--- config.mk ---
export PLATFORM = sky130hd
export DESIGN_NAME = audio_out_ctrl
export DESIGN_NICKNAME = d
export VERILOG_FILES = /design/src/audio_out_pkg.sv /design/src/audio_out_ctrl.sv /design/src/ramp_timer.sv
export VERILOG_INCLUDE_DIRS = /design/src
export SDC_FILE = /design/constraint.sdc
export NUM_CORES = 1
export LEC_CHECK = 0
export BUFFER_PORTS_ARGS = -buffer_cell sky130_fd_sc_hd__buf_2
export CORE_ASPECT_RATIO = 0.9
export CORE_MARGIN = 8
export CORE_UTILIZATION = 55
export DETAILED_ROUTE_END_ITERATION = 8
export GPL_ROUTABILITY_DRIVEN = 1
export PLACE_DENSITY = 0.88
export SLEW_MARGIN = 20
export SYNTH_ARGS = -nofsm -noshare
export SYNTH_HDL_FRONTEND = slang
export SYNTH_SLANG_ARGS = --single-unit
--- constraint.sdc ---
create_clock -name core_clk -period 6.6 [get_ports core_clk]
set_input_delay 0.99 -clock core_clk [delete_from_list [all_inputs] [get_ports core_clk]]
set_output_delay 0.99 -clock core_clk [all_outputs]
set_load 0.05 [all_outputs]
--- src/audio_out_cfg.svh ---
// Constants of the audio output control block: register offsets, field positions,
// reset values and timing figures. Assumes a 125 MHz core clock.
`ifndef AUDIO_OUT_CFG_SVH
`define AUDIO_OUT_CFG_SVH
// ==========================================================================
// Register offsets
`define REG_SIDETONE   6'h03
`define REG_KEYCLICK   6'h04
`define REG_POWER      6'h05
`define REG_CTRL3      6'h06
`define REG_PROTECT    6'h1d
`define REG_POP        6'h1e
`define REG_MIXVOL     6'h1f
// ==========================================================================
// Field positions
`define SWING_HI       10
`define SWING_LO       9
`define SC_OFF_BIT     8
`define SC_AUTO_BIT    7
`define SC_FLAG_BIT    6
`define DACPOP_EN_BIT  5
`define DACPOP_HI      4
`define DACPOP_LO      2
`define POP_DIS_BIT    2
`define POP_SEL_BIT    1
`define ST_DIS_BIT     7
`define ST_GAIN_HI     5
`define ST_GAIN_LO     0
`define KC_EN_BIT      15
`define KC_AMP_HI      14
`define KC_AMP_LO      12
`define KC_FREQ_HI     10
`define KC_FREQ_LO     8
`define KC_LEN_HI      7
`define KC_LEN_LO      4
`define PW_DAC_BIT     0
`define PW_ADC_BIT     1
`define PW_MIX_BIT     2
`define PW_VIRTUAL_GROUND_AMP_BIT    3
`define PW_SE_BIT      4
`define ADC_RATE_HI    10
`define ADC_RATE_LO    8
`define DAC_RATE_HI    14
`define DAC_RATE_LO    12
`define MIX_HI         6
`define MIX_LO         0
// ==========================================================================
// Values and reset values
`define ST_GAIN_MAX    6'h20
`define MIX_MUTE       7'h7f
`define MIX_MIN_CODE   7'h5d
`define SWING_MAX      2'h3
`define DACPOP_BEST    3'h4
`define REG_RESET      16'h0000
`define KC_AMP_SHIFT   11
// ==========================================================================
// Timing
`define CLK_KHZ        125000
`define CAP_SHORT_MS   800
`define CAP_LONG_MS    4000
`define VG_SHORT_MS    1
`define VG_LONG_MS     5
`define STEP_US        20
`define DACPOP_BASE_US 1000
`define KC_BASE_HZ_X2  125
`endif

--- src/audio_out_pkg.sv ---
// Types shared by the audio output control block.
// Assumes audio_out_cfg.svh is compiled alongside.
package audio_out_pkg;
  typedef enum logic [1:0] {SC_LIMIT, SC_AUTO, SC_OFF} sc_mode_t;
  typedef enum logic [1:0] {DRV_OFF, DRV_RAMP, DRV_ON} drv_state_t;
  typedef logic signed [15:0] sample_t;
endpackage

--- src/audio_out_ctrl.sv ---
// Audio output path control: short-circuit protection, driver and DAC pop
// reduction, digital sidetone mixer, analog mixer volume stepping, keyclick.
// Assumes one 125 MHz clock; short_detect_pin and osc_clk_pin are asynchronous.
//
// The implementer's own choices: the register addresses and strobed register access.
`timescale 1ns/1ps
`include "audio_out_cfg.svh"
module audio_out_ctrl #(
  parameter int unsigned CAP_SHORT_CYC  = `CAP_SHORT_MS * `CLK_KHZ,
  parameter int unsigned CAP_LONG_CYC   = `CAP_LONG_MS * `CLK_KHZ,
  parameter int unsigned VG_SHORT_CYC   = `VG_SHORT_MS * `CLK_KHZ,
  parameter int unsigned VG_LONG_CYC    = `VG_LONG_MS * `CLK_KHZ,
  parameter int unsigned DACPOP_CYC     = `DACPOP_BASE_US * `CLK_KHZ / 1000,
  parameter int unsigned KC_HALF_CYC    = `CLK_KHZ * 1000 / `KC_BASE_HZ_X2,
  parameter int unsigned STEP_CYC       = `STEP_US * `CLK_KHZ / 1000
) (
  input  wire logic                  core_clk,
  input  wire logic                  reset_n,
  input  wire logic [5:0]            reg_addr,
  input  wire logic [15:0]           reg_wdata,
  input  wire logic                  reg_wr,
  input  wire logic                  reg_rd,
  output logic [15:0]                reg_rdata,
  input  wire logic                  short_detect_pin,
  input  wire logic                  osc_clk_pin,
  input  wire audio_out_pkg::sample_t adc_sample,
  input  wire logic                  adc_sample_valid,
  input  wire audio_out_pkg::sample_t dac_in_l,
  input  wire audio_out_pkg::sample_t dac_in_r,
  input  wire logic                  dac_in_valid,
  output audio_out_pkg::sample_t     dac_mix_l,
  output audio_out_pkg::sample_t     dac_mix_r,
  output logic                       dac_mix_valid,
  output logic                       driver_enable,
  output logic                       driver_ready,
  output logic                       driver_current_limit,
  output logic                       dac_dc_ramp,
  output logic [1:0]                 dac_swing,
  output logic                       mixer_path_enable,
  output logic [6:0]                 mixer_gain,
  output audio_out_pkg::sample_t     keyclick_wave
);
  import audio_out_pkg::*;

  initial begin
    if (STEP_CYC < 1 || DACPOP_CYC < 1 || KC_HALF_CYC < 128 || VG_SHORT_CYC < 1)
      $error("audio_out_ctrl timing parameter too small");
  end

  // ==========================================================================
  // Helpers
  function automatic sc_mode_t decode_mode(input logic off_bit, input logic auto_bit);
    if (off_bit) return SC_OFF;
    else if (auto_bit) return SC_AUTO;
    else return SC_LIMIT;
  endfunction

  // 1.5 dB steps: four mantissas per 6 dB octave, then an arithmetic shift
  function automatic sample_t attenuate(input sample_t x, input logic [5:0] g);
    logic signed [25:0] prod;
    logic signed [9:0]  mant;
    prod = '0;
    case (g[1:0])
      2'h0: mant = 10'sh100;
      2'h1: mant = 10'sh0d7;
      2'h2: mant = 10'sh0b5;
      default: mant = 10'sh099;
    endcase
    prod = (x * mant) >>> (8 + int'(g[5:2]));
    return sample_t'(prod);
  endfunction

  function automatic sample_t sat_add(input sample_t a, input sample_t b);
    logic signed [16:0] s;
    s = 17'(a) + 17'(b);
    if (s > 17'sh07fff) return 16'sh7fff;
    else if (s < -17'sh08000) return -16'sh8000;
    else return s[15:0];
  endfunction

  // ==========================================================================
  // Registers
  logic [7:0]  st_reg;
  logic [15:0] pw_reg;
  logic [1:0]  swing;
  logic [1:0]  sc_bits;
  logic [3:0]  dacpop_reg;
  logic [1:0]  pop_reg;
  logic [6:0]  mix_target;
  logic [2:0]  kc_amp;
  logic [2:0]  kc_freq;
  logic [3:0]  kc_len;
  logic        kc_en;
  logic        sc_flag;
  logic        kc_start;

  always_ff @(posedge core_clk or negedge reset_n) begin
    if (!reset_n) begin
      st_reg     <= '0;
      pw_reg     <= `REG_RESET;
      swing      <= '0;
      sc_bits    <= '0;
      dacpop_reg <= '0;
      pop_reg    <= '0;
      mix_target <= `MIX_MUTE;
    end else if (reg_wr) begin
      case (reg_addr)
        `REG_SIDETONE: st_reg <= reg_wdata[7:0];
        `REG_POWER:    pw_reg <= reg_wdata;
        `REG_CTRL3:    swing <= reg_wdata[`SWING_HI:`SWING_LO];
        `REG_PROTECT: begin
          sc_bits    <= reg_wdata[`SC_OFF_BIT:`SC_AUTO_BIT];
          dacpop_reg <= reg_wdata[`DACPOP_EN_BIT:`DACPOP_LO];
        end
        `REG_POP:      pop_reg <= reg_wdata[`POP_DIS_BIT:`POP_SEL_BIT];
        `REG_MIXVOL:   mix_target <= reg_wdata[`MIX_HI:`MIX_LO];
        default: ;
      endcase
    end
  end

  // Any write to the keyclick register restarts the burst
  assign kc_start = reg_wr && (reg_addr == `REG_KEYCLICK);

  always_ff @(posedge core_clk or negedge reset_n) begin
    if (!reset_n) begin
      kc_amp  <= '0;
      kc_freq <= '0;
      kc_len  <= '0;
    end else if (reg_wr && reg_addr == `REG_KEYCLICK) begin
      kc_amp  <= reg_wdata[`KC_AMP_HI:`KC_AMP_LO];
      kc_freq <= reg_wdata[`KC_FREQ_HI:`KC_FREQ_LO];
      kc_len  <= reg_wdata[`KC_LEN_HI:`KC_LEN_LO];
    end
  end

  always_ff @(posedge core_clk or negedge reset_n) begin
    if (!reset_n) begin
      reg_rdata <= '0;
    end else if (reg_rd) begin
      case (reg_addr)
        `REG_SIDETONE: reg_rdata <= {8'h00, st_reg};
        `REG_KEYCLICK: reg_rdata <= {kc_en, kc_amp, 1'b0, kc_freq, kc_len, 4'h0};
        `REG_POWER:    reg_rdata <= pw_reg;
        `REG_CTRL3:    reg_rdata <= {5'h00, swing, 9'h000};
        `REG_PROTECT:  reg_rdata <= {7'h00, sc_bits, sc_flag, dacpop_reg, 2'h0};
        `REG_POP:      reg_rdata <= {13'h0000, pop_reg, 1'b0};
        `REG_MIXVOL:   reg_rdata <= {9'h000, mix_target};
        default:       reg_rdata <= '0;
      endcase
    end else begin
      reg_rdata <= '0;
    end
  end

  assign dac_swing = swing;

  logic dac_pw;
  logic adc_pw;
  logic mix_act;
  sc_mode_t mode;
  assign dac_pw  = pw_reg[`PW_DAC_BIT];
  assign adc_pw  = pw_reg[`PW_ADC_BIT];
  assign mix_act = pw_reg[`PW_MIX_BIT] && pw_reg[`PW_SE_BIT];
  assign mode    = decode_mode(sc_bits[1], sc_bits[0]);

  // ==========================================================================
  // Pin synchronisers
  logic sc_s1, sc_s2, osc_s1, osc_s2, osc_s3;
  always_ff @(posedge core_clk or negedge reset_n) begin
    if (!reset_n) begin
      {sc_s1, sc_s2, osc_s1, osc_s2, osc_s3} <= '0;
    end else begin
      sc_s1  <= short_detect_pin;
      sc_s2  <= sc_s1;
      osc_s1 <= osc_clk_pin;
      osc_s2 <= osc_s1;
      osc_s3 <= osc_s2;
    end
  end

  // ==========================================================================
  // Short-circuit protection
  logic shutdown;
  logic routes_on;
  assign routes_on = dac_pw || mix_act || kc_en;

  always_ff @(posedge core_clk or negedge reset_n) begin
    if (!reset_n) begin
      sc_flag              <= 1'b0;
      shutdown             <= 1'b0;
      driver_current_limit <= 1'b0;
    end else begin
      driver_current_limit <= (mode == SC_LIMIT);
      case (mode)
        SC_LIMIT: begin
          sc_flag  <= sc_s2;
          shutdown <= 1'b0;
        end
        SC_AUTO: begin
          if (sc_s2) begin
            sc_flag  <= 1'b1;
            shutdown <= 1'b1;
          end else if (!routes_on) begin
            sc_flag  <= 1'b0;
            shutdown <= 1'b0;
          end
        end
        default: begin
          sc_flag  <= 1'b0;
          shutdown <= 1'b0;
        end
      endcase
    end
  end

  // ==========================================================================
  // Output drivers and their pop ramp
  drv_state_t  drv_state;
  logic        drv_allowed;
  logic        drv_start;
  logic        drv_busy;
  logic        drv_done;
  logic [31:0] drv_load;
  assign drv_allowed = routes_on && !shutdown;
  assign drv_start   = (drv_state == DRV_OFF) && drv_allowed && !pop_reg[1];
  always_comb begin
    if (pw_reg[`PW_VIRTUAL_GROUND_AMP_BIT])
      drv_load = pop_reg[0] ? VG_LONG_CYC : VG_SHORT_CYC;
    else
      drv_load = pop_reg[0] ? CAP_LONG_CYC : CAP_SHORT_CYC;
  end

  ramp_timer #(.WIDTH(32)) u_drv_ramp (
    .core_clk (core_clk),
    .reset_n  (reset_n),
    .start    (drv_start),
    .load     (drv_load),
    .busy     (drv_busy),
    .done     (drv_done)
  );

  always_ff @(posedge core_clk or negedge reset_n) begin
    if (!reset_n) begin
      drv_state     <= DRV_OFF;
      driver_enable <= 1'b0;
      driver_ready  <= 1'b0;
    end else begin
      driver_enable <= drv_allowed;
      case (drv_state)
        DRV_OFF: begin
          if (drv_allowed) drv_state <= pop_reg[1] ? DRV_ON : DRV_RAMP;
        end
        DRV_RAMP: begin
          if (!drv_allowed) drv_state <= DRV_OFF;
          else if (drv_done) drv_state <= DRV_ON;
        end
        DRV_ON: if (!drv_allowed) drv_state <= DRV_OFF;
        default: drv_state <= DRV_OFF;
      endcase
      driver_ready <= (drv_state == DRV_ON) && drv_allowed;
    end
  end

  // ==========================================================================
  // DAC level ramp on DAC power change
  logic        dac_pw_q;
  logic        dpop_start;
  logic [31:0] dpop_load;
  logic        dpop_busy;
  assign dpop_start = (dac_pw != dac_pw_q) && dacpop_reg[3];
  assign dpop_load  = DACPOP_CYC << dacpop_reg[2:0];

  ramp_timer #(.WIDTH(32)) u_dac_ramp (
    .core_clk (core_clk),
    .reset_n  (reset_n),
    .start    (dpop_start),
    .load     (dpop_load),
    .busy     (dpop_busy),
    .done     ()
  );

  always_ff @(posedge core_clk or negedge reset_n) begin
    if (!reset_n) begin
      dac_pw_q    <= 1'b0;
      dac_dc_ramp <= 1'b0;
    end else begin
      dac_pw_q    <= dac_pw;
      dac_dc_ramp <= dpop_busy || dpop_start;
    end
  end

  // ==========================================================================
  // Digital sidetone
  logic       st_on;
  logic [5:0] st_pending;
  logic [5:0] st_gain;
  logic       st_sign;
  sample_t    st_sample;
  assign st_on = !st_reg[`ST_DIS_BIT] && dac_pw
                 && (pw_reg[`ADC_RATE_HI:`ADC_RATE_LO] == pw_reg[`DAC_RATE_HI:`DAC_RATE_LO]);
  // Gains past -48 dB clamp to the last step
  assign st_pending = (st_reg[5:0] > `ST_GAIN_MAX) ? `ST_GAIN_MAX : st_reg[5:0];

  always_ff @(posedge core_clk or negedge reset_n) begin
    if (!reset_n) begin
      st_gain   <= '0;
      st_sign   <= 1'b0;
      st_sample <= '0;
    end else if (adc_sample_valid) begin
      st_sign <= adc_sample[15];
      // Switching on a sign change or zero keeps the step inaudible
      if (adc_sample[15] != st_sign || adc_sample == '0) st_gain <= st_pending;
      st_sample <= attenuate(adc_sample, st_gain);
    end
  end

  always_ff @(posedge core_clk or negedge reset_n) begin
    if (!reset_n) begin
      dac_mix_l     <= '0;
      dac_mix_r     <= '0;
      dac_mix_valid <= 1'b0;
    end else begin
      dac_mix_valid <= dac_in_valid;
      if (dac_in_valid) begin
        dac_mix_l <= st_on ? sat_add(dac_in_l, st_sample) : dac_in_l;
        dac_mix_r <= st_on ? sat_add(dac_in_r, st_sample) : dac_in_r;
      end
    end
  end

  // ==========================================================================
  // Analog mixer volume soft-stepping
  logic [31:0] step_cnt;
  logic        step_tick;
  logic        conv_on;
  logic [6:0]  mix_goal;
  assign conv_on  = adc_pw || dac_pw;
  assign mix_goal = (mix_target > `MIX_MIN_CODE) ? `MIX_MUTE : mix_target;

  always_ff @(posedge core_clk or negedge reset_n) begin
    if (!reset_n) begin
      step_cnt  <= '0;
      step_tick <= 1'b0;
    end else if (conv_on) begin
      step_tick <= (step_cnt == STEP_CYC - 1);
      step_cnt  <= (step_cnt == STEP_CYC - 1) ? '0 : step_cnt + 32'h1;
    end else begin
      step_tick <= osc_s2 && !osc_s3;
      step_cnt  <= '0;
    end
  end

  always_ff @(posedge core_clk or negedge reset_n) begin
    if (!reset_n) begin
      mixer_gain        <= `MIX_MUTE;
      mixer_path_enable <= 1'b0;
    end else begin
      mixer_path_enable <= mix_act;
      // Mute is reached by stepping through the quietest code first
      if (step_tick && mixer_gain != mix_goal) begin
        if (mixer_gain == `MIX_MUTE) mixer_gain <= `MIX_MIN_CODE;
        else if (mix_goal == `MIX_MUTE && mixer_gain == `MIX_MIN_CODE) mixer_gain <= `MIX_MUTE;
        else if (mixer_gain < mix_goal) mixer_gain <= mixer_gain + 7'h1;
        else mixer_gain <= mixer_gain - 7'h1;
      end
    end
  end

  // ==========================================================================
  // Keyclick generator, independent of converter power
  logic [31:0] kc_cnt;
  logic [6:0]  kc_halves;
  logic        kc_phase;
  sample_t     kc_level;
  assign kc_level = sample_t'((16'(kc_amp) + 16'h0001) << `KC_AMP_SHIFT);

  always_ff @(posedge core_clk or negedge reset_n) begin
    if (!reset_n) begin
      kc_en         <= 1'b0;
      kc_cnt        <= '0;
      kc_halves     <= '0;
      kc_phase      <= 1'b0;
      keyclick_wave <= '0;
    end else begin
      if (kc_start) begin
        kc_en     <= 1'b1;
        kc_cnt    <= (KC_HALF_CYC >> reg_wdata[`KC_FREQ_HI:`KC_FREQ_LO]) - 1;
        kc_halves <= {1'b0, reg_wdata[`KC_LEN_HI:`KC_LEN_LO], 2'b11} + 7'h1;
        kc_phase  <= 1'b1;
      end else if (kc_en) begin
        if (kc_cnt == '0) begin
          kc_cnt    <= (KC_HALF_CYC >> kc_freq) - 1;
          kc_phase  <= !kc_phase;
          kc_halves <= kc_halves - 7'h1;
          if (kc_halves == 7'h1) kc_en <= 1'b0;
        end else begin
          kc_cnt <= kc_cnt - 32'h1;
        end
      end
      keyclick_wave <= !kc_en ? '0 : (kc_phase ? kc_level : -kc_level);
    end
  end
endmodule // audio_out_ctrl

--- src/ramp_timer.sv ---
// One-shot delay timer used for the driver and DAC pop ramps.
// Assumes start is a one-cycle pulse in the core clock domain.
`timescale 1ns/1ps
module ramp_timer #(
  parameter int WIDTH = 32
) (
  input  wire logic             core_clk,
  input  wire logic             reset_n,
  input  wire logic             start,
  input  wire logic [WIDTH-1:0] load,
  output logic                  busy,
  output logic                  done
);
  logic [WIDTH-1:0] count;

  initial begin
    if (WIDTH < 2 || WIDTH > 40) $error("ramp_timer WIDTH out of range");
  end

  always_ff @(posedge core_clk or negedge reset_n) begin
    if (!reset_n) begin
      count <= '0;
      busy  <= 1'b0;
      done  <= 1'b0;
    end else begin
      done <= 1'b0;
      if (start) begin
        count <= (load == '0) ? WIDTH'(1) : load;
        busy  <= 1'b1;
      end else if (busy) begin
        if (count == WIDTH'(1)) begin
          busy <= 1'b0;
          done <= 1'b1;
        end
        count <= count - WIDTH'(1);
      end
    end
  end
endmodule // ramp_timer

* Yosys cells after proc, flatten, opt, wreduce, memory -nomap -nowiden
Index checks and enable logic that the tools add are counted.
** Cells by class
- Muxes and demuxes :: 63
- Shift operators :: 4
- Add/subtract/negate cells :: 15
- Order comparisons :: 7
- Div/mod/pow operators :: 0
- Equality and inequality tests :: 27
- Multipliers :: 1
- Reductions and logical operators :: 42
- Bitwise logic cells :: 0
** Operators by type and width (number)
- $mux 32 :: 10
- $sub 32x1->32 const B :: 5
- $mux 16 :: 9
- $pmux 16 s7 :: 1
- $logic_not 32->1 :: 3
- $mux 29 :: 3
- $eq 32x1->1 const B :: 2
- $shr 20x3->32 const A :: 2
- $mux 7 :: 7
- $add 16x16->17 :: 2
- $gt 17x16->1 const B :: 2
- $lt 17x16->1 const B :: 2
- $add 32x1->32 const B :: 1
- $eq 32x12->1 const B :: 1
- $shl 17x3->32 const A :: 1
- $pmux 9 s3 :: 1
- $mul 16x10->26 :: 1
- $sshr 26x5->16 :: 1
- $eq 7x7->1 const B :: 3
- $mux 1 :: 21
- $mux 20 :: 1
- $eq 6x3->1 const B :: 3
- $eq 6x5->1 const B :: 3
- $logic_not 16->1 :: 1
- other kinds (31) :: 73
** Storage, ports and cells
- Logic and storage cells :: 203
- Input bits :: 78
- Memories kept :: 0
- Bits in read-only memories :: 0
- Output and inout bits :: 79
- Memory bits (writable) :: 0
- Latch bits :: 0
- Flip-flop bits (word level) :: 302

* Depth between registers and ports, before layout
Gate-level depths: netlist of the first run.
- Word-level depth :: 7
- Mapped depth :: 26
- Depth with buffers taken out :: 23

* Cells and area by module
From an unflattened synthesis of the first run, not the netlist that was laid out.
** Unflattened totals
- Cells, all modules :: 2631
- Area total of the unflattened synthesis :: 23526.3 sq um
** By module, submodules not included
- audio_out_ctrl :: cells each 2169, area an instance 19416.1 sq um, times used 1, seq. area each 5622.9 sq um
- ramp_timer (u_drv_ramp) :: cells each 243, area an instance 2102.0 sq um, times used 1, seq. area each 850.8 sq um
- ramp_timer (u_dac_ramp) :: cells each 219, area an instance 2008.2 sq um, times used 1, seq. area each 850.8 sq um

* Least setup slack after synthesis of the first run
Ideal clock, no wire load.
- Kind :: in2reg
- From :: in adc_sample[15]
- To :: reg st_sample[2]
- Required time :: 6466 ps
- Setup time :: 134 ps
- Stages on the path :: 23
- Slack :: -637 ps
- Path buffers :: 2
- Arrival :: 7103 ps
- Path through :: clkbuf_1 > nand2b_1 > inv_1 > fa_1 > inv_1 > fa_1 > fa_1 > inv_1 > fa_1 > inv_1 > fa_1 > inv_1 > ha_1 > clkbuf_1 > and2_1 > o21ai_0 > o21ai_0 > o21a_1 > a311o_1 > xnor2_1 > mux4_2 > mux2i_1 > o211ai_1
** On the way
- Longest elaborated chain between the ends :: 2
** RTL lines
- from (decl) :: RTL line audio_out_ctrl.sv:26 : input wire audio_out_pkg::sample_t adc_sample,
- $mul 16x10->26 :: RTL line audio_out_ctrl.sv:69 : prod = (x * mant) >>> (8 + int'(g[5:2]));
- $sshr 26x5->16 :: RTL line audio_out_ctrl.sv:69
- to (signal assigned) :: RTL line audio_out_ctrl.sv:314 : st_sample <= attenuate(adc_sample, st_gain);
- to (decl) :: RTL line audio_out_ctrl.sv:299 : sample_t st_sample;
No other way between the ends.
A chain may end at the register's enable or synchronous reset.

* Worst setup path after layout of the first run
- From :: reg st_gain[1]
- To :: reg st_sample[2]
** On the way
- Longest elaborated chain between the ends :: 5
- Elaborated cells between the ends (all ways) :: 7
- Those cells by class :: 1 x mul; 2 x eq/ne; 1 x shift; 2 x mux; 1 x reduce/logical
** RTL lines
- from (decl) :: RTL line audio_out_ctrl.sv:297 : logic [5:0] st_gain;
- from (signal assigned) :: RTL line audio_out_ctrl.sv:313 : if (adc_sample[15] != st_sign || adc_sample == '0) st_gain <= st_pending;
- $eq 2x2->1, or another cell as far along :: RTL line audio_out_ctrl.sv:63 : case (g[1:0])
- $pmux 9 s3 * :: RTL line audio_out_ctrl.sv:63
- $mux 10 * :: RTL line audio_out_ctrl.sv:310 : end else if (adc_sample_valid) begin
- $mul 16x10->26 * :: RTL line audio_out_ctrl.sv:69
- $sshr 26x5->16 * :: RTL line audio_out_ctrl.sv:69
Every way passes the cells marked *; elsewhere a longest branch is shown, timed or not. The select of a mux whose other input is x is not followed.

==> results of run 1 <==
[placed cells by master, fill, tap and decap left out, drive strengths merged, types with 71 or more instances in the layout]
cell,netlist,final
nor2,240,240
o21ai,125,125
inv,201,201
xnor2,100,100
ha,133,133
a21oi,148,148
xor2,71,71
dfrtp,277,277
buf,20,265
fa,115,115
nand2,253,253
[cell usage after synthesis, drive strengths merged (11+ instances only)]
library cell  number  area share [%]
a211oi            20            0.66
a21o              28            0.92
a21oi            148             3.3
a221oi            21            0.91
a22oi             18            0.59
a31oi             21            0.58
and2              35            0.96
and3              17            0.47
buf               20            0.57
clkbuf            89             1.5
dfrtp            277              30
dfstp             14             1.6
fa               115              10
ha               133             7.3
inv              201             3.3
mux2              48             2.4
mux2i             20            0.88
nand2            253             4.2
nand2b            30            0.83
nand3             66             1.5
nand3b            13            0.43
nand4             20            0.55
nor2             240             4.0
nor2b             27            0.74
nor3              56             1.3
nor3b             13            0.43
nor4              31            0.88
o211ai            25            0.83
o21a              15            0.50
o21ai            125             2.8
o221ai            11            0.42
o31ai             19            0.63
or3               30            0.83
or4               15            0.50
xnor2            100             3.9
xor2              71             2.7
[power groups by stage]
stage          Combinational, mW  Clock [mW]  Sequential (mW)
5_1_grt                     10.3        1.90             2.73
2_1_floorplan               6.01           0             2.73
4_1_cts                     8.81        1.83             2.67
3_3_place_gp                8.34           0             2.66
6_report                    9.33        1.81             2.70
3_5_place_dp                8.67           0             2.70
[timing repair]
item	in CTS	in global routing
cloned	0	1
setup buffers	0	11
gates resized for setup	8	50
pin swaps	0	21
setup endpoints to repair	16	16
[routing by layer]
metal  GRT usage, %  routed length (µm)  up-vias
met5              0                  47        -
met4           7.36                1760        8
met3           4.13                5460      167
met2           40.8               29100      978
met1           35.0               26700     9887
li1               -                   -     9224
[cell type report]
| cell class | instances | area (µm²) | share of cell area [%] |
|---|---|---|---|
| tap | 540 | 676 | 2.60 |
| antenna | 2 | 5.00 | 0.0192 |
| sequential | 291 | 7300 | 28.1 |
| clock buffer | 39 | 823 | 3.17 |
| inverter | 202 | 764 | 2.94 |
| multi-input combinational | 1935 | 14600 | 56.0 |
| clock inverter | 15 | 219 | 0.842 |
| timing repair buffer | 265 | 1670 | 6.40 |
[metrics by stage]
step	setup TNS, ps	instances
2_1_floorplan	-132	2537
4_1_cts	0	3275
3_3_place_gp	-296	3221
5_1_grt	-120	3288
6_report	0	3289
3_5_place_dp	-1800	3221
[final timing paths]
| path | startpoint | to | slack, ps | cells after the start |
|---|---|---|---|---|
| max in group asynchronous | reset_n | st_gain[0]$_DFFE_PN0P_ | 4620 | 2 |
| max reg2reg | st_gain[1]$_DFFE_PN0P_ | st_sample[2]$_DFFE_PN0P_ | 220 | 21 |
| min reg2reg | osc_s1$_DFF_PN0_ | osc_s2$_DFF_PN0_ | 350 | 0 |
| max | st_gain[1]$_DFFE_PN0P_ | st_sample[2]$_DFFE_PN0P_ | 220 | 21 |
| min | osc_s1$_DFF_PN0_ | osc_s2$_DFF_PN0_ | 350 | 0 |
| min in group asynchronous | reset_n | dac_mix_r[6]$_DFFE_PN0P_ | 520 | 1 |
[critical path: stages, from the launching register on]
cell and delay [ps]:
dfrtp_1 410, inv_2 140, ha_4 170, buf_4 170, nand2_1 100, buf_4 140
fa_2 650, fa_1 480, fa_1 480, fa_1 550, inv_1 50, fa_1 450
ha_1 340, a21o_1 220, a31oi_1 230, o21ai_1 120, o21a_1 210, a311o_1 340
xnor2_2 160, mux4_2 460, mux2i_1 210, o211ai_1 120
[logic make-up after synthesis]
family | after synthesis | synth area share (%)
AND/OR/NAND/NOR | 878 | 18.9
AO/OA/AOI/OAI | 556 | 16.1
buffers and inverters | 311 | 5.38
flip-flops | 291 | 32.1
adder cells (fa/ha/maj) | 249 | 17.5
XOR/XNOR | 171 | 6.59
multiplexers | 70 | 3.46
other | 1 | 0.0165
==> impl_metrics.py, run 1 <==
metrics = {
    "global_route": {
        "overflow": 0,
        "grtUsageTotal_pct": 25.3,
        "grt_max_degree": 171,
        "antenna_found_initial": 6,
        "grt_pass1_wl_um": 103000,
        "grt_pass1_vias": 20200,
    },
    "sta": {
        "worstMarginPinSlew_ps": 1120,
        "slew_violations": 0,
        "finalSetupViolCount": 0,
        "finalCritPeriodShare_pct": 96.7,
        "clock.fmax_mhz": 157,
        "fin_ws_ps": 216,
        "slew_headroom_pct": 25.2,
        "hold_slack_ps": 353,
        "skew_ps": 18.2,
        "hold_violations": 0,
        "fin_crit_ps": 6380,
    },
    "routing": {
        "drt_wl_total_um": 63100,
        "remaining_drc_errors": 0,
        "vias": 20300,
        "drt_iter0_drc": 2211,
        "wl_per_cell_um": 19.2,
        "ant_nets": 0,
        "via_per_inst": 6.16,
        "first_pass_iters": 5,
    },
    "synthesis": {
        "postSynth.asyncResetShare_pct": 100,
        "yosysUniqueCellTypes": 91,
        "ys_seq_elements": 291,
        "synthesis.area_um2": 22700,
        "synth_ff_type": "dfrtp_1",
        "ys_seq_area_share_pct": 32.1,
        "synth_edf_count": 0,
        "syn_area_per_cell_um2": 9.00,
        "ys_warn_count": 0,
        "syn_inst": 2527,
    },
    "power": {
        "peakVddDrop_mv": 0.463,
        "p_int_mw": 7.29,
        "combPwrFrac_pct": 67.4,
        "power.leakage_nw": 11.7,
        "finalPower_mw": 13.8,
        "clkPwrFrac_pct": 13.1,
        "p_seq_share_pct": 19.5,
        "power_switching_mw": 6.55,
        "powerDensity_nw_per_um2": 532,
        "sw_frac_of_total_pct": 47.3,
    },
    "clocking": {
        "cts_tree": "done",
        "cts-root-buf": "clkbuf_16",
        "cts-hold-fix-buffers": 0,
        "cts_made_buffers": 29,
        "cts.sinks": 291,
        "clk_latency_ps": 570,
        "clkTransAtPathRegs_ps": 70,
        "clockBufferDepth": 3,
        "htree_levels": 1,
    },
    "cells_and_area": {
        "post-route-util_pct": 63.9,
        "area_growth_pct": 14.4,
        "fin_nets": 3050,
        "drive_above_1_share_pct": 16.7,
        "fillers": 3157,
        "final_area_um2": 26000,
    },
    "placement": {
        "dpl_cell_area_um2": 24600,
        "io_buffers": 145,
        "gp_congestion": 0.965,
        "dp_slack_ps": -228,
        "dp_hpwl_um": 46700,
    },
    "worst_setup_path": {
        "required_ps": 7040,
        "cp_max_fo": 6,
        "worstSetupEndpointType": "flop",
        "critPathLaunchType": "flop",
        "worstSetupPathType": "flop to flop",
        "arrival_ps": 6820,
    },
    "run_status": {
        "status": "finished clean",
    },
    "floorplanning": {
        "io_pins": 157,
        "die_h_um": 209,
        "initial_core_util_pct": 55.8,
        "design.core.area_um2": 40700,
        "rows": 70,
        "dieArea_um2": 48100,
        "fp.dieW_um": 230,
    },
    "hold_path": {
        "worstHoldPathType": "flop to flop",
    },
    "job": {
        "drv_cap": 0,
    },
}
Power figures use the tool's default switching activity.
==> run 2, diff against run 1 <==
CELL_PAD_IN_SITES_DETAIL_PLACEMENT = 1   (was default)
CELL_PAD_IN_SITES_GLOBAL_PLACEMENT = 1   (was default)
CORE_UTILIZATION = 43   (was 55)
==> run 2 against run 1 <==
Via count increased by 2.1%. Wire length up 22%. Clock power increased by 4%. Global-route usage shrank 0.75 points. Core utilization fell by 14 points. Design area increased by 1.9%. Critical path type unchanged. Largest cell class unchanged. Largest power group unchanged.
==> impl_metrics.py, run 2 (same netlist as run 1, synthesis figures left out) <==
metrics = {
    "run_status": {
        "status": "finished clean",
    },
    "worst_setup_path": {
        "critical-path-slowest-cell": "fa_1",
        "worstPathBufferInverterCount": 10,
        "r2r_end": "st_sample[0]$_DFFE_PN0P_",
        "worstSetupPathType": "flop to flop",
        "reg2reg_setup_slack_ps": 90,
        "critPathLaunchType": "flop",
        "slowest_delay_ps": 550,
        "arrival_ps": 6990,
        "reg2reg_from": "st_gain[0]$_DFFE_PN0P_",
        "required_ps": 7080,
        "worstSetupEndpointType": "flop",
        "cp_max_fo": 6,
        "cp_top_family": "adder cells",
        "r2r_cells": 26,
    },
    "power": {
        "power.leakage_nw": 11.8,
        "peakVddDrop_mv": 0.371,
        "powerDensity_nw_per_um2": 555,
    },
    "placement": {
        "dpl_cell_area_um2": 25000,
        "dp_hpwl_um": 56800,
        "place_inst": 3397,
        "gp_congestion": 0.938,
        "io_buffers": 145,
    },
    "sta": {
        "hold_slack_ps": 345,
        "clock.fmax_mhz": 154,
        "hold_violations": 0,
        "finalSetupViolCount": 0,
        "worstMarginPinSlew_ps": 1080,
        "slew_violations": 0,
        "fin_crit_ps": 6510,
        "finalCritPeriodShare_pct": 98.6,
        "slew_headroom_pct": 27.5,
        "skew_ps": 21.6,
    },
    "floorplanning": {
        "die_h_um": 234,
        "design.core.area_um2": 52700,
        "initial_core_util_pct": 43.2,
        "io_pins": 157,
        "dieArea_um2": 60500,
        "rows": 80,
        "fp.dieW_um": 258,
    },
    "routing": {
        "vias": 20700,
        "via_per_inst": 5.97,
        "drt_wl_total_um": 76700,
        "wl_per_cell_um": 22.2,
        "ant_nets": 0,
        "remaining_drc_errors": 0,
        "drt_iter0_drc": 1418,
        "first_pass_iters": 5,
    },
    "global_route": {
        "met1_usage_pct": 31.4,
        "grt_pass1_wl_um": 122000,
        "grtUsageMet3_pct": 4.57,
        "grt_pass1_vias": 22500,
        "grt_max_degree": 148,
        "grt-busiest-layer": "met2",
        "grt_util_met2_pct": 42.7,
        "antenna_found_initial": 7,
        "overflow": 0,
        "grtUsageTotal_pct": 24.6,
    },
    "cells_and_area": {
        "layout_common_cells": "276 x dfrtp_1, 251 x nand2_1, 234 x nor2_1, 196 x inv_1",
        "final_cells": 3463,
        "layout_commonest_cell": "dfrtp_1",
        "fillers": 6171,
        "multiInputGateArea_um2": 14700,
        "final-seq-area_um2": 7300,
        "drive_above_1_share_pct": 17.8,
        "area_growth_pct": 16.6,
        "fin_nets": 3066,
        "final_area_um2": 26500,
    },
    "clocking": {
        "clockBufferDepth": 3,
        "cts-root-buf": "clkbuf_16",
        "cts.sinks": 291,
        "cts_tree": "done",
        "clkTransAtPathRegs_ps": 60,
        "cts_made_buffers": 31,
        "htree_levels": 1,
        "clk_latency_ps": 600,
    },
    "job": {
        "drv_cap": 0,
    },
    "hold_path": {
        "worstHoldPathType": "input pin to async pin",
    },
}
## run 2: cell count changes in the layout (fill, tap and decap cells not counted), moves of 4 or more
cell / previous run / this run
buf_4: 117 / 126
clkinvlp_4: 7 / 2
ha_1: 125 / 118
ha_2: 1 / 5
## run 2: layout make-up
class,count,share of cell area (%)
diodes,1,0.00944
clock buffers,47,3.49
clock inverters,11,0.571
inverters,202,2.89
multi-input cells,1935,55.4
flip-flops and latches,291,27.5
well taps,697,3.29
repair buffers,279,6.82
## run 2: routing by layer
| metal | vias up | wire length, µm |
|---|---|---|
| li1 | 9250 | - |
| met4 | 10 | 1960 |
| met1 | 10500 | 32000 |
| met2 | 722 | 37900 |
| met3 | 164 | 4890 |
| met5 | - | 61 |
## run 2: worst max-delay path by stage
stage,cells after the start,start,to
final,26,st_gain[0]$_DFFE_PN0P_,st_sample[0]$_DFFE_PN0P_
after floorplan,19,adc_sample[7],st_sample[12]$_DFFE_PN0P_
after detailed placement,21,adc_sample[6],st_sample[2]$_DFFE_PN0P_
after CTS,22,st_gain[0]$_DFFE_PN0P_,st_sample[2]$_DFFE_PN0P_
after global routing,27,st_gain[0]$_DFFE_PN0P_,st_sample[0]$_DFFE_PN0P_
after global placement,21,adc_sample[5],st_sample[2]$_DFFE_PN0P_
## run 2: report_power, final
| group | switching [mW] | leakage, nW | internal [mW] | total [mW] |
|---|---|---|---|---|
| Combinational | 5.84 | 7.70 | 4.28 | 10.1 |
| Clock | 0.791 | 0.531 | 1.09 | 1.88 |
| Sequential | 0.498 | 3.61 | 2.20 | 2.70 |
| Total | 7.13 | 11.8 | 7.57 | 14.7 |
## run 2: timing repair
| item | in CTS | in global routing |
|---|---|---|
| buffers inserted | 0 | 7 |
| endpoints found under the setup margin | 16 | 16 |
| hold buffers | 0 | 0 |
| resized for setup | 13 | 64 |
| pin swaps | 2 | 23 |
## run 2: stage by stage
| step | util [%] | power [mW] | setup TNS (ps) | worst slack, ps |
|---|---|---|---|---|
| floorplan | - | 8.73 | -132 | -38.0 |
| global placement | 47.4 | 11.3 | -603 | -117 |
| detailed placement | 47.4 | 11.9 | -4960 | -423 |
| CTS | 49.6 | 14.0 | -18.7 | -18.7 |
| global route | 50.3 | 15.7 | -499 | -130 |
| finish | 50.3 | 14.7 | 0 | 89.9 |
